$ cat src/cad_pkg.sv
// constants, field layout and carrier types of the advertisement and identifier registers
//
// How it works
// RULE_01 - update-type advertisement writes wait until reset, restart, power-up or link loss
// RULE_02 - advertising gigabit makes the device send the required next pages itself
// RULE_03 - software leaves next page clear unless it has its own pages
// RULE_04 - advertisement bit 13, reset 0, sets the transmitted remote fault bit
// RULE_05 - reserved bit 12 is deferred read-write storage, reset 0
// RULE_06 - bit 11, reset 0, advertises asymmetric pause when set
// RULE_07 - bit 10, reset 0, advertises MAC pause support when set
// RULE_08 - bit 9 is storage, reset 0, kept across software reset
// RULE_09 - forced 1000 without negotiation advertises only gigabit of the chosen duplex; bit 9 (T4) is still advertised from its stored value
// RULE_10 - bit 8 advertises 100BASE-TX full duplex, deferred like the others
// RULE_11 - second identifier word holds constant organisation, model and revision fields
// RULE_12 - first identifier word is a constant organisation value, untouched by resets
// RULE_13 - acknowledge bit 14 always reads 0 and ignores writes
// RULE_14 - reads return the last written value even while still pending

package cad_pkg;

  // ----------------------------------------------------------------
  // register bus geometry and map
  // ----------------------------------------------------------------
  localparam int CAD_DATA_W = 16;
  localparam int CAD_ADDR_W = 5;
  localparam logic [4:0] CAD_OFF_ID_ONE = 5'h02;
  localparam logic [4:0] CAD_OFF_ID_TWO = 5'h03;
  localparam logic [4:0] CAD_OFF_ADV = 5'h04;

  // ----------------------------------------------------------------
  // advertisement word field positions
  // ----------------------------------------------------------------
  localparam int CAD_BIT_NP = 15;
  localparam int CAD_BIT_ACK = 14;
  localparam int CAD_BIT_RF = 13;
  localparam int CAD_BIT_RES = 12;
  localparam int CAD_BIT_ASYM = 11;
  localparam int CAD_BIT_PAUSE = 10;
  localparam int CAD_BIT_T4 = 9;
  localparam int CAD_BIT_TXFD = 8;

  // ----------------------------------------------------------------
  // identifier word two field positions
  // ----------------------------------------------------------------
  localparam int CAD_ORG_LOW_LSB = 10;
  localparam int CAD_MODEL_LSB = 4;
  localparam int CAD_REV_LSB = 0;

  // ----------------------------------------------------------------
  // carrier types
  // ----------------------------------------------------------------
  typedef struct packed {
    logic next_page;
    logic remote_fault;
    logic reserved;
    logic asym_pause;
    logic pause;
    logic tx_fd;
  } cad_upd_type;

  typedef struct packed {
    logic sw_reset;
    logic an_restart;
    logic power_down;
    logic link_up;
    logic an_enable;
    logic force_1000;
    logic duplex_full;
    logic gig_fd_adv;
    logic gig_hd_adv;
  } cad_ctl_type;

  typedef struct packed {
    logic next_page;
    logic remote_fault;
    logic reserved;
    logic asym_pause;
    logic pause;
    logic t4;
    logic tx_fd;
    logic gig_fd;
    logic gig_hd;
    logic auto_next_page;
    logic an_forced;
  } cad_tx_adv_type;

  // ----------------------------------------------------------------
  // values after hardware reset
  // ----------------------------------------------------------------
  localparam cad_upd_type CAD_UPD_RST = 6'h01;
  localparam logic CAD_T4_RST = 1'b0;
  localparam cad_tx_adv_type CAD_TX_RST = 11'h000;

endpackage

$ cat src/cad_apply_detect.sv
// detection of the events that apply pending advertisement writes
`timescale 1ns/1ps
`default_nettype none

module cad_apply_detect
  import cad_pkg::*;
(
  input wire logic ref_clk_in,
  input wire logic rst_b_in,
  input wire cad_ctl_type ctl_in,
  output logic apply_out
);

  logic pd_prev_r;
  logic pd_prev_nxt;
  logic link_prev_r;
  logic link_prev_nxt;

  // ----------------------------------------------------------------
  // previous levels
  // ----------------------------------------------------------------
  always_comb
  begin
    pd_prev_nxt = ctl_in.power_down;
    link_prev_nxt = ctl_in.link_up;
  end

  always_ff @(posedge ref_clk_in)
  begin
    if (!rst_b_in)
    begin
      pd_prev_r <= 1'b0;
      link_prev_r <= 1'b0;
    end
    else
    begin
      pd_prev_r <= pd_prev_nxt;
      link_prev_r <= link_prev_nxt;
    end
  end

  // reset, restart, power-down exit, link loss
  assign apply_out = ctl_in.sw_reset | ctl_in.an_restart |
                     (pd_prev_r & ~ctl_in.power_down) |
                     (link_prev_r & ~ctl_in.link_up); // RULE_01

endmodule
`default_nettype wire

$ cat src/cad_adv_regs.sv
// advertisement and identifier register logic with deferred update
`timescale 1ns/1ps
`default_nettype none

module cad_adv_regs
  import cad_pkg::*;
#(
  parameter logic [15:0] ORG_ID_HIGH = 16'h2468, // arbitrary value
  parameter logic [5:0] ORG_ID_LOW = 6'h2A, // arbitrary value
  parameter logic [5:0] MODEL_NUM = 6'h15, // arbitrary value
  parameter logic [3:0] REV_NUM = 4'h3 // arbitrary value
)
(
  input wire logic ref_clk_in,
  input wire logic rst_b_in,
  input wire logic [CAD_ADDR_W-1:0] addr_in,
  input wire logic [CAD_DATA_W-1:0] wr_data_in,
  input wire logic wr_in,
  input wire logic rd_in,
  input wire cad_ctl_type ctl_in,
  output logic [CAD_DATA_W-1:0] rd_data_out,
  output cad_tx_adv_type tx_adv_out,
  output logic pending_out
);

  // ----------------------------------------------------------------
  // functions
  // ----------------------------------------------------------------
  function automatic logic reg_hit(input logic [CAD_ADDR_W-1:0] a, input logic [CAD_ADDR_W-1:0] off);
    reg_hit = (a == off);
  endfunction

  function automatic logic [CAD_DATA_W-1:0] adv_word(input cad_upd_type u, input logic t4);
    logic [CAD_DATA_W-1:0] w;
    w = '0;
    w[CAD_BIT_NP] = u.next_page;
    w[CAD_BIT_ACK] = 1'b0;
    w[CAD_BIT_RF] = u.remote_fault;
    w[CAD_BIT_RES] = u.reserved;
    w[CAD_BIT_ASYM] = u.asym_pause;
    w[CAD_BIT_PAUSE] = u.pause;
    w[CAD_BIT_T4] = t4;
    w[CAD_BIT_TXFD] = u.tx_fd;
    adv_word = w;
  endfunction

  function automatic cad_upd_type word_to_upd(input logic [CAD_DATA_W-1:0] w);
    cad_upd_type u;
    u.next_page = w[CAD_BIT_NP];
    u.remote_fault = w[CAD_BIT_RF];
    u.reserved = w[CAD_BIT_RES];
    u.asym_pause = w[CAD_BIT_ASYM];
    u.pause = w[CAD_BIT_PAUSE];
    u.tx_fd = w[CAD_BIT_TXFD];
    word_to_upd = u;
  endfunction

  // ----------------------------------------------------------------
  // declarations
  // ----------------------------------------------------------------
  cad_upd_type shadow_r;
  cad_upd_type shadow_nxt;
  cad_upd_type active_r;
  cad_upd_type active_nxt;
  logic t4_r;
  logic t4_nxt;
  logic [CAD_DATA_W-1:0] rd_data_r;
  logic [CAD_DATA_W-1:0] rd_data_nxt;
  cad_tx_adv_type tx_adv_r;
  cad_tx_adv_type tx_adv_nxt;
  logic pending_r;
  logic pending_nxt;
  logic apply;
  logic adv_wr;
  logic forced_gig;
  logic [CAD_DATA_W-1:0] id_two_word;
  logic [CAD_DATA_W-1:0] adv_rd_word;

  // ----------------------------------------------------------------
  // apply events
  // ----------------------------------------------------------------
  cad_apply_detect u_apply
  (
    .ref_clk_in(ref_clk_in),
    .rst_b_in(rst_b_in),
    .ctl_in(ctl_in),
    .apply_out(apply)
  );

  assign adv_wr = wr_in & reg_hit(addr_in, CAD_OFF_ADV);
  assign forced_gig = ~ctl_in.an_enable & ctl_in.force_1000;
  assign id_two_word = {ORG_ID_LOW, MODEL_NUM, REV_NUM};
  assign adv_rd_word = adv_word(shadow_r, t4_r);

  // ----------------------------------------------------------------
  // advertisement storage
  // ----------------------------------------------------------------
  always_comb
  begin
    shadow_nxt = shadow_r;
    t4_nxt = t4_r;
    if (adv_wr)
    begin
      shadow_nxt = word_to_upd(wr_data_in); // RULE_05 RULE_13
      t4_nxt = wr_data_in[CAD_BIT_T4]; // RULE_08
    end
    active_nxt = apply ? shadow_nxt : active_r; // RULE_01
    pending_nxt = (shadow_nxt != active_nxt);
  end

  always_ff @(posedge ref_clk_in)
  begin
    if (!rst_b_in)
    begin
      shadow_r <= CAD_UPD_RST;
      active_r <= CAD_UPD_RST;
      t4_r <= CAD_T4_RST;
      pending_r <= 1'b0;
    end
    else
    begin
      shadow_r <= shadow_nxt;
      active_r <= active_nxt;
      t4_r <= t4_nxt;
      pending_r <= pending_nxt;
    end
  end

  // ----------------------------------------------------------------
  // read port
  // ----------------------------------------------------------------
  always_comb
  begin
    rd_data_nxt = '0;
    if (rd_in)
    begin
      case (addr_in)
        CAD_OFF_ID_ONE: rd_data_nxt = ORG_ID_HIGH; // RULE_12
        CAD_OFF_ID_TWO: rd_data_nxt = id_two_word; // RULE_11
        CAD_OFF_ADV: rd_data_nxt = adv_rd_word; // RULE_14 RULE_13
        default: rd_data_nxt = '0;
      endcase
    end
  end

  always_ff @(posedge ref_clk_in)
  begin
    if (!rst_b_in)
    begin
      rd_data_r <= '0;
    end
    else
    begin
      rd_data_r <= rd_data_nxt;
    end
  end

  // ----------------------------------------------------------------
  // advertised abilities
  // ----------------------------------------------------------------
  always_comb
  begin
    tx_adv_nxt = CAD_TX_RST;
    tx_adv_nxt.remote_fault = active_r.remote_fault; // RULE_04
    tx_adv_nxt.reserved = active_r.reserved; // RULE_05
    tx_adv_nxt.asym_pause = active_r.asym_pause; // RULE_06
    tx_adv_nxt.pause = active_r.pause; // RULE_07
    tx_adv_nxt.t4 = t4_r; // RULE_08
    tx_adv_nxt.an_forced = forced_gig;
    if (forced_gig)
    begin
      tx_adv_nxt.tx_fd = 1'b0; // RULE_09
      tx_adv_nxt.gig_fd = ctl_in.duplex_full; // RULE_09
      tx_adv_nxt.gig_hd = ~ctl_in.duplex_full; // RULE_09
    end
    else
    begin
      tx_adv_nxt.tx_fd = active_r.tx_fd; // RULE_10
      tx_adv_nxt.gig_fd = ctl_in.gig_fd_adv;
      tx_adv_nxt.gig_hd = ctl_in.gig_hd_adv;
    end
    tx_adv_nxt.auto_next_page = tx_adv_nxt.gig_fd | tx_adv_nxt.gig_hd; // RULE_02
    tx_adv_nxt.next_page = active_r.next_page | tx_adv_nxt.auto_next_page; // RULE_02
  end

  always_ff @(posedge ref_clk_in)
  begin
    if (!rst_b_in)
    begin
      tx_adv_r <= CAD_TX_RST;
    end
    else
    begin
      tx_adv_r <= tx_adv_nxt;
    end
  end

  assign rd_data_out = rd_data_r;
  assign tx_adv_out = tx_adv_r;
  assign pending_out = pending_r;
endmodule
`default_nettype wire

$ cat config.mk
export PLATFORM = sky130hd
export DESIGN_NAME = cad_adv_regs
export DESIGN_NICKNAME = d
export VERILOG_FILES = /design/src/cad_pkg.sv /design/src/cad_apply_detect.sv /design/src/cad_adv_regs.sv
export SDC_FILE = /design/constraint.sdc
export NUM_CORES = 1
export LEC_CHECK = 0
export BUFFER_PORTS_ARGS = -buffer_cell sky130_fd_sc_hd__buf_2
export CAP_MARGIN = 20
export CORE_MARGIN = 3
export CORE_UTILIZATION = 39
export DETAILED_ROUTE_END_ITERATION = 12
export PLACE_DENSITY_LB_ADDON = 0.3
export REMOVE_ABC_BUFFERS = 1
export SYNTH_ARGS = -nofsm -noshare
export SYNTH_HDL_FRONTEND = slang
export SYNTH_HIERARCHICAL = 1
export SYNTH_SLANG_ARGS = --single-unit
$ cat constraint.sdc
create_clock -name ref_clk_in -period 1.4 [get_ports ref_clk_in]
set_input_delay 0.21 -clock ref_clk_in [delete_from_list [all_inputs] [get_ports ref_clk_in]]
set_output_delay 0.21 -clock ref_clk_in [all_outputs]
set_load 0.02 [all_outputs]
Word level (Yosys, flattened, before mapping)
Cells that the tools add are included.
{"block": "totals", "ff_bits": 43, "out_inout_bits": 28, "wordCells": 52}
{"block": "op_classes", "n_eq_ne": 4, "mux": 4, "n_bitwise": 14, "reduce_logical": 2}
{"operator": "$pmux 16 s3", "n": 1}
{"operator": "$mux 6", "n": 2}
{"operator": "$eq 5x2->1 const B", "n": 2}
{"operator": "$ne 6x6->1", "n": 1}
{"operator": "$eq 5x3->1 const B", "n": 1}
{"operator": "$not 1->1", "n": 5}
{"operator": "$or 1x1->1", "n": 5}
{"operator": "$and 1x1->1", "n": 4}
{"operator": "$mux 2", "n": 1}
{"operator": "$reduce_and 2->1", "n": 1}
{"operator": "$reduce_or 2->1", "n": 1}

Depth between registers and ports, before layout
Gate-level depths: netlist of the first run.
{"block": "depth", "word_depth": 6, "ltp_mapped": 5}

Cells and area by module
Netlist of the first run, hierarchy kept.
{"module": "cad_adv_regs", "instances": 1, "cells_per_inst": 129, "area_per_inst_um2": 1327.5}
{"module": "cad_apply_detect", "instances": 1, "cells_per_inst": 8, "area_per_inst_um2": 78.8}

Worst setup path after synthesis of the first run
Ideal clock, no wire load.
{"block": "synth_path", "path_type": "input port to flip-flop", "start": "in addr_in[3]", "end": "reg pending_r, in the netlist pending_out", "setup_ns": 0.122, "arrival_time_ns": 1.029, "t_required_ns": 1.278, "slack_ns": 0.249, "path_stages": 5, "n_path_buf": 0, "path_cell_list": "nor2_2 -> nand4_4 -> mux2i_1 -> a2bb2oi_1 -> a21oi_1"}
{"block": "synth_via", "elab_chain_cells": 5}
{"item": "start, declared", "line_no": "cad_adv_regs.sv:16", "rtl": "input wire logic [CAD_ADDR_W-1:0] addr_in,"}
{"item": "$eq 5x3->1 *", "line_no": "cad_adv_regs.sv:30", "rtl": "reg_hit = (a == off);"}
{"item": "$and 1x1->1 *", "line_no": "cad_adv_regs.sv:90", "rtl": "assign adv_wr = wr_in & reg_hit(addr_in, CAD_OFF_ADV);"}
{"item": "$mux 6 *", "line_no": "cad_adv_regs.sv:102", "rtl": "if (adv_wr)"}
{"item": "$mux 6", "line_no": "cad_adv_regs.sv:107", "rtl": "active_nxt = apply ? shadow_nxt : active_r;"}
{"item": "$ne 6x6->1 *", "line_no": "cad_adv_regs.sv:108", "rtl": "pending_nxt = (shadow_nxt != active_nxt);"}
{"item": "end signal, assigned", "line_no": "cad_adv_regs.sv:125", "rtl": "pending_r <= pending_nxt;"}
{"item": "end, declared", "line_no": "cad_adv_regs.sv:71", "rtl": "logic pending_r;"}
Every way passes the cells marked *; elsewhere a longest branch is shown, timed or not.
A chain may end at the register's enable or synchronous reset.

Worst setup path after layout of the first run
{"block": "layout_path", "start": "reg active_r[3] in the netlist's numbering", "end": "reg pending_r, in the netlist pending_out"}
{"block": "layout_via", "elab_chain_cells": 2}
{"item": "start, declared", "line_no": "cad_adv_regs.sv:63", "rtl": "cad_upd_type active_r;"}
{"item": "start signal, assigned", "line_no": "cad_adv_regs.sv:123", "rtl": "active_r <= active_nxt;"}
{"item": "$mux 6", "line_no": "cad_adv_regs.sv:107"}
{"item": "$ne 6x6->1", "line_no": "cad_adv_regs.sv:108"}
No other way between the ends.

==> results by stage, run 1 <==
Clock tree:
- The number of buffers created by CTS is 5.
- The number of clock sinks is 37.
- The clock tree from TritonCTS is yes.
- The deepest clock path buffer count is 2.
- After clock tree synthesis, the clock-pin slew on the worst setup and hold paths is roughly 0.1 ns.
- Post-CTS timing repair inserted 0 buffers for setup.
- The H-tree was split into 2 levels.
- After clock tree synthesis, the repair step resized 0 gates.
- The total of hold buffers inserted after clock tree synthesis is 0.
- The later pin in the worst-skew pair is clocked with a latency of 0.33 ns.
- The clock root buffer is clkbuf_4.

Final layout:
- The count of nets after finishing is 222.
- The sequential cell area is 741 µm².
- The count of cells in the finished layout, fillers not included, comes to about 230.
- The most common cell after layout, fill and taps aside is buf_2.
- The antenna diode instance count is 0.
- In the layout the commonest cells are 49 x buf_2, 37 x dfxtp_1, 18 x nand2_1.
- The number of inserted filler cells in the final layout is 346.
- From synthesis to final layout, the design area changed by 23.0%.
- Measured on the finished design, the core utilization comes to 0.507.
- In the final layout, the multi-input gates occupy 594 µm².
- In the final layout, the share of cells above drive strength 1 is 0.340.

STA:
- The summed negative setup slack over all endpoints is 0 ns.
- The setup violation total in the final timing report is 0.
- The smallest hold slack is a little over 0.1 ns.
- The total count of hold-check failures in the final report is 0.
- Subtracting the final worst setup slack from the clock period gives around 1.2 ns.
- Timing would allow up to around 800 MHz.
- Setup repair after global routing left no endpoint under its margin.
- The number of max-slew violations in the final report is 0.
- The final critical-path share of the clock period is 0.889.
- Between clock sinks in the finished design, the worst skew comes to between 0.01 and 0.015 ns.

Min path:
- The tightest min-delay check is of the input port to register type.

Logic synthesis:
- Yosys attributes the largest share of cell area to dfxtp_1 53%, mux2i_1 5.0%, and2_1 4.9%.
- Counting flops with a built-in enable in the synthesized netlist gives 0.
- The gate count of the mapped netlist is approximately 140.
- The number of warnings printed during yosys synthesis is 6.
- A synthesized cell averages about 10 µm².
- In this run, distinct cell masters in the synthesized netlist total 32.
- The async set or reset register ratio after synthesis is 0.
- The cell area that synthesis handed to floorplanning was around 1400 µm².
- Of the post-synthesis cell area, the dominant cell type holds 0.527.
- The register bit total from synthesis is 37.
- The register area share after synthesis is 0.527.
- In the synthesized netlist the dominant register cell turns out to be dfxtp_1.
- Of all cell types, the one taking the most synthesized area is dfxtp_1.

Floorplanning:
- The number of I/O pins is 62.
- In this run the standard cell core region covers 3420 µm².
- The horizontal die dimension is 66.1 µm.
- The number of core rows is 21.
- The die footprint is approximately 4400 µm².
- The die boundary height is between 60 and 70 µm.
- The initial utilization of the core area, before any placement, comes to 0.412.

Global route:
- The initial antenna violation count is 0.
- The number of global-route vias before repair is slightly above 1000.
- The overall routing resource usage is 0.144.
- After global routing the overflow that remains totals 0.
- The pin count of the biggest net entering global routing is 22.
- The first global-routing pass estimated between 4000 and 5000 µm of wire.

Critical path:
- In this design, the stage delay of the slowest critical-path cell is about 0.36 ns.
- The data arrival time of the worst path is between 1 and 1.5 ns.
- STA classifies the critical path endpoint as a register.
- Grouping stages by cell kind, the critical path spends the most delay in compound AO/OA/AOI/OAI gates.
- The slowest stage of the critical path belongs to the cell dfxtp_1.
- In this run the worst path has a maximum fanout of 4.
- The worst-case register-to-register setup slack is approximately 0.16 ns.
- The number of buffers and inverters on the critical path is 0.
- The required time at the worst-slack endpoint is around 1.6 ns.
- STA classifies the critical path startpoint as a register.
- Walking the worst path, the cells encountered are xor2_1 -> a221oi_1 -> nand4_1 -> o21ai_0 -> a21oi_1.
- The start-to-end type of the worst setup path is register to register.

Power:
- The highest ir drop seen on vdd is slightly above 0.6 mV.
- The total leakage power is slightly below 1 nW.
- The total power is 1.83 mW.
- The total power divided by cell area is about 1100 nW/µm².

Route:
- After detailed routing, the met3 layer carries 222 µm of wire.
- For this block, the initial DRC count from the detailed router was 39.
- The remaining antenna violation count is 0.
- The final routed wirelength across all metal layers is approximately 2700 µm.
- The final route contains 1086 vias.
- After detailed routing, no signal wire sits above met4.
- After detailed routing, the number of remaining DRC violations is 0.
- In the final routing, the length of wire on met1 measures around 1200 µm.
- Summed over all nets, wire length on met2 after detailed routing comes to roughly 1300 µm.
- The pre-antenna-repair detailed-routing pass consisted of 4 iterations.
- The average routed wire per standard cell is roughly 12 µm.
- After detailed routing, the number of vias per cell comes to between 4 and 5.

Run:
- The reported max-cap violation count is 0.

Place:
- The global placement routability congestion is 0.750.
- After detailed placement, the design holds a cell count of ~230.
- The count of buffers inserted at the top-level ports is between 40 and 50.
- The HPWL after detailed placement is between 2000 and 2500 µm.

Outcome:
- The run finished with clean final reports.
==> per-layer routing <==
metal | global-route usage | up-vias
li1 | - | 546
met1 | 0.166 | 500
met2 | 0.228 | 38
met3 | 0.0476 | 2
met4 | 0.0914 | 0
met5 | 0 | -
==> sequential cells by signal, summed over array words and instances (netlist names) <==
signal               count
rd_data_out             10
u_apply/link_prev_r      1
pending_out              1
u_apply/pd_prev_r        1
active_r                 6
t4_r                     1
tx_adv_out              11
adv_rd_word              6
==> logic make-up (layout without fill, tap and decap cells) <==
group,count (synthesis),count (layout),synth area share
DFF,37,37,0.527
AOI/OAI and AO/OA,18,18,0.109
muxes,7,7,0.0498
and+or+nand+nor,51,51,0.206
buffers and inverters,15,64,0.0560
xor gates and xnor gates,8,8,0.0498
other,1,3,0.00267
==> worst paths after layout <==
| path | startpoint | cells after the start | end |
|---|---|---|---|
| max | active_r[3] | 5 | pending_out |
| min reg2reg | t4_r | 1 | rd_data_out[9] |
| max reg2reg | active_r[3] | 5 | pending_out |
| min | ctl_in[5] | 2 | u_apply/link_prev_r |
==> worst register-to-register path, stage by stage, from the launching register on <==
cell and delay, ns:
dfxtp_1 0.36, xor2_1 0.15, a221oi_1 0.21, nand4_1 0.11, o21ai_0 0.21, a21oi_1 0.10
==> area by class of cell <==
type	instances	area share
Clock buffer	7	0.0318
Inverter	6	0.0130
Multi-Input combinational cell	87	0.343
Sequential cell	37	0.428
Tap cell	46	0.0333
Timing Repair Buffer	51	0.150
==> synthesized netlist by cell type, types with 3 or more instances <==
| master | number |
|---|---|
| a21o_1 | 4 |
| and2_1 | 11 |
| buf_4 | 6 |
| dfxtp_1 | 37 |
| inv_1 | 6 |
| mux2i_1 | 7 |
| nand2_1 | 18 |
| nor2_1 | 3 |
| nor2b_1 | 5 |
| o211a_1 | 5 |
| xnor2_1 | 3 |
| xor2_1 | 5 |
==> stage by stage <==
| stage | setup WS [ns] | area [µm²] |
|---|---|---|
| after floorplan | 0.249 | 1360 |
| after global placement | 0.00988 | 1680 |
| after detailed placement | -0.0509 | 1680 |
| after CTS | 0.156 | 1730 |
| after global routing | 0.0605 | 1730 |
| final | 0.156 | 1730 |
==> where the power goes <==
| part | leakage [nW] | switching [mW] | internal [mW] | total (mW) |
|---|---|---|---|---|
| registers | 0.301 | 0.0137 | 1.08 | 1.09 |
| logic | 0.644 | 0.105 | 0.0822 | 0.187 |
| clock network | 0.0314 | 0.315 | 0.237 | 0.552 |
| total | 0.977 | 0.433 | 1.40 | 1.83 |
Power figures use the tool's default switching activity.
==> run 2: changes to the inputs <==
--- a/config.mk
+++ b/config.mk
@@ -9,6 +9,7 @@
 export CAP_MARGIN = 20
 export CORE_MARGIN = 3
 export CORE_UTILIZATION = 39
+export CTS_BUF_LIST = sky130_fd_sc_hd__clkbuf_8
 export DETAILED_ROUTE_END_ITERATION = 12
 export PLACE_DENSITY_LB_ADDON = 0.3
 export REMOVE_ABC_BUFFERS = 1
==> run 2 against run 1 <==
Compared with the run above:
- die area did not move
- sequential cell count did not move
- worst hold slack improved by 0.060 ns
- fmax fell by 0.67%
- final area rose by 1.8%
- routed wire length rose by 0.26%
- total power rose by 8.8%
- critical path depth did not move
- sequential power barely moved
==> results by stage, run 2 (same netlist as run 1, synthesis figures left out) <==
Clock tree:
- The tree is rooted in a clkbuf_8.
- The clock transition at the registers of the reported paths was 0.07 ns (-0.03 ns).
- The source-to-sink clock delay at the later pin of the worst-skew pair was 0.28 ns (-0.05 ns).
- The deepest clock path buffer count came to 2 (unchanged).
- The number of clock sinks was 37 (unchanged).
- The number of buffers created by CTS is 5 (unchanged).
- The buffer count from post-CTS setup fixing is 0 (unchanged).
- The depth of the CTS H-tree is 2 (unchanged).
- The clock tree from TritonCTS is yes.
- The post-cts repair resize count was 0 (unchanged).
- The total of hold buffers inserted after clock tree synthesis was 0 (unchanged).

Route:
- The remaining antenna violation count is 0 (unchanged).
- The average via count per standard cell was 4.59 (-1.1%).
- The detailed-routing iteration count for the pre-antenna-repair pass is 4 (unchanged).
- The detailed-route via count is 1074 (-1.1%).
- The number of DRC markers in iteration 0 is 32 (-18%).
- The average routed wire per standard cell is 11.7 µm (+0.26%).
- The final routed wirelength across all metal layers is 2750 µm (+0.26%).
- The residual DRC count was 0 (unchanged).

Critical path:
- STA classifies the critical path startpoint as a register.
- The maximum fanout count along the critical path is 4 (unchanged).
- STA classifies the critical path endpoint as a register.
- The required time at the worst-slack endpoint was 1.56 ns (-0.06 ns).
- The worst-case register-to-register setup slack was 0.15 ns (about the same).
- The worst flop-to-flop path startpoint is active_r[3].
- The end of the worst register-to-register path is pending_out.
- The count of cells along the worst register-to-register path is 5 (unchanged).
- The data arrival time of the worst path is 1.41 ns (-0.06 ns).
- The critical path is of the register to register type.

Final layout:
- From synthesis to final layout, the design area changed by 25.3%.
- Leaving out fill and tap cells, the most frequent cells in the layout are 49 x buf_2, 37 x dfxtp_1, 18 x nand2_1.
- The core utilization of the finished layout is 0.516 (+0.00916).
- The number of flip-flops in the largest register was 11 (unchanged).
- The final cell count without fillers is 234 (unchanged).
- The antenna diode instance count is 0 (unchanged).
- The count of nets after finishing is 222 (unchanged).
- The cell area after layout is 1760 µm² (+1.8%).
- The layout cell share with drive strength beyond 1 is 0.340 (unchanged).
- The most common cell after layout, fill and taps aside is buf_2.
- The number of inserted filler cells in the final layout came to 343 (-0.87%).

Min path:
- The cell depth of the worst hold path is 2 (unchanged).
- The startpoint of the most critical hold path is ctl_in[5].
- The terminating pin of the worst hold path is u_apply/link_prev_r.
- In this run the worst hold path is classified as input port to register.

Global route:
- The most used routing layer is met2.
- The initial antenna violation count is 0 (unchanged).
- The met1 layer usage reported by global route is 0.162 (-0.00419).
- The pin count of the biggest net entering global routing was 22 (unchanged).
- The met2 routing resource usage after global routing is 0.228 (unchanged).
- The first-pass GRT wire length came to 4620 µm (+0.30%).
- The number of global-route vias before repair is 1013 (+0.099%).
- The met3 demand-to-capacity share in global routing is 0.0697 (+0.0221).
- The residual overflow from global routing is 0 (unchanged).
- The overall routing resource usage is 0.145 (+0.000712).

Floorplanning:
- The horizontal die dimension is 66.1 µm (unchanged).
- The die boundary height is 66.1 µm (unchanged).
- The number of I/O pins is 62 (unchanged).
- The number of core rows was 21 (unchanged).
- The die footprint was 4360 µm² (unchanged).
- The initial standard-cell utilization of the core was 0.412 (unchanged).
- The area of the placeable core is 3420 µm² (unchanged).

STA:
- The setup violation total in the final timing report is 0 (unchanged).
- The final critical delay including setup and external delays is 1.25 ns (+0.00838 ns).
- The number of max-slew violations in the final report is 0 (unchanged).
- The summed negative setup slack over all endpoints is 0 ns (unchanged).
- The final critical-path share of the clock period is 0.895 (+0.00598).
- Setup repair after global routing left no endpoint under its margin.
- The total count of hold-check failures in the final report is 0 (unchanged).
- The fmax was 798 MHz (-0.67%).
- The setup skew after layout is 0.00241 ns (-0.00791 ns).

Power:
- The highest ir drop seen on vdd is 0.506 mV (-17%).
- The total power divided by cell area is 1130 nW/µm² (+6.9%).
- The total power came to 1.99 mW (+8.8%).
- The total leakage power came to 0.994 nW (+1.7%).

Place:
- The number of cells in the design after placement is 227 (unchanged).
- The count of buffers inserted at the top-level ports is 49 (unchanged).
- The global placement routability congestion was 0.750 (unchanged).
- The HPWL reported at the end of detailed placement is 2120 µm (unchanged).
- The total cell area at the placement stage is 1680 µm² (unchanged).

Run:
- The reported max-cap violation count is 0 (unchanged).

Outcome:
- The run finished with clean final reports.
-- run 2: cell type report --
| type | count | area (µm²) | share of cell area |
|---|---|---|---|
| repair buffers | 51 | 260 | 0.148 |
| inverters | 6 | 22.5 | 0.0128 |
| flip-flops and latches | 37 | 741 | 0.420 |
| clock inverters | 1 | 3.75 | 0.00213 |
| well taps | 46 | 57.6 | 0.0327 |
| clock buffers | 6 | 82.6 | 0.0469 |
| multi-input cells | 87 | 594 | 0.337 |
-- run 2: power breakdown --
group / total [mW] / internal, mW / switching, mW
registers: 1.09 / 1.08 / 0.0135
clock network: 0.712 / 0.382 / 0.330
logic: 0.187 / 0.0822 / 0.105
-- run 2: stage by stage --
step | hold slack (ns) | setup slack (ns)
floorplan | 0.272 | 0.249
global placement | 0.439 | 0.00988
detailed placement | 0.450 | -0.0509
CTS | 0.150 | 0.157
global route | 0.153 | 0.0640
finish | 0.163 | 0.148
-- run 2: critical path, cell delays in order (launching register included) --
cell	delay, ns
dfxtp_1	0.35
xor2_1	0.15
a221oi_1	0.21
nand4_1	0.11
o21ai_0	0.21
a21oi_1	0.10
-- run 2: per-layer routing --
metal  up-vias  wire [µm]
met5         -          0
met4         0         19
met2        38       1360
li1        543          -
met3         2        206
met1       491       1160
-- run 2: how the worst max path moves through the flow --
| stage | from | to | slack [ns] | cells after the start |
|---|---|---|---|---|
| after floorplan | addr_in[3] | pending_out | 0.25 | 5 |
| after global placement | addr_in[0] | pending_out | 0.01 | 6 |
| after detailed placement | addr_in[0] | pending_out | -0.05 | 6 |
| after CTS | active_r[3] | pending_out | 0.16 | 5 |
| after global routing | active_r[2] | pending_out | 0.06 | 5 |
| final | active_r[3] | pending_out | 0.15 | 5 |
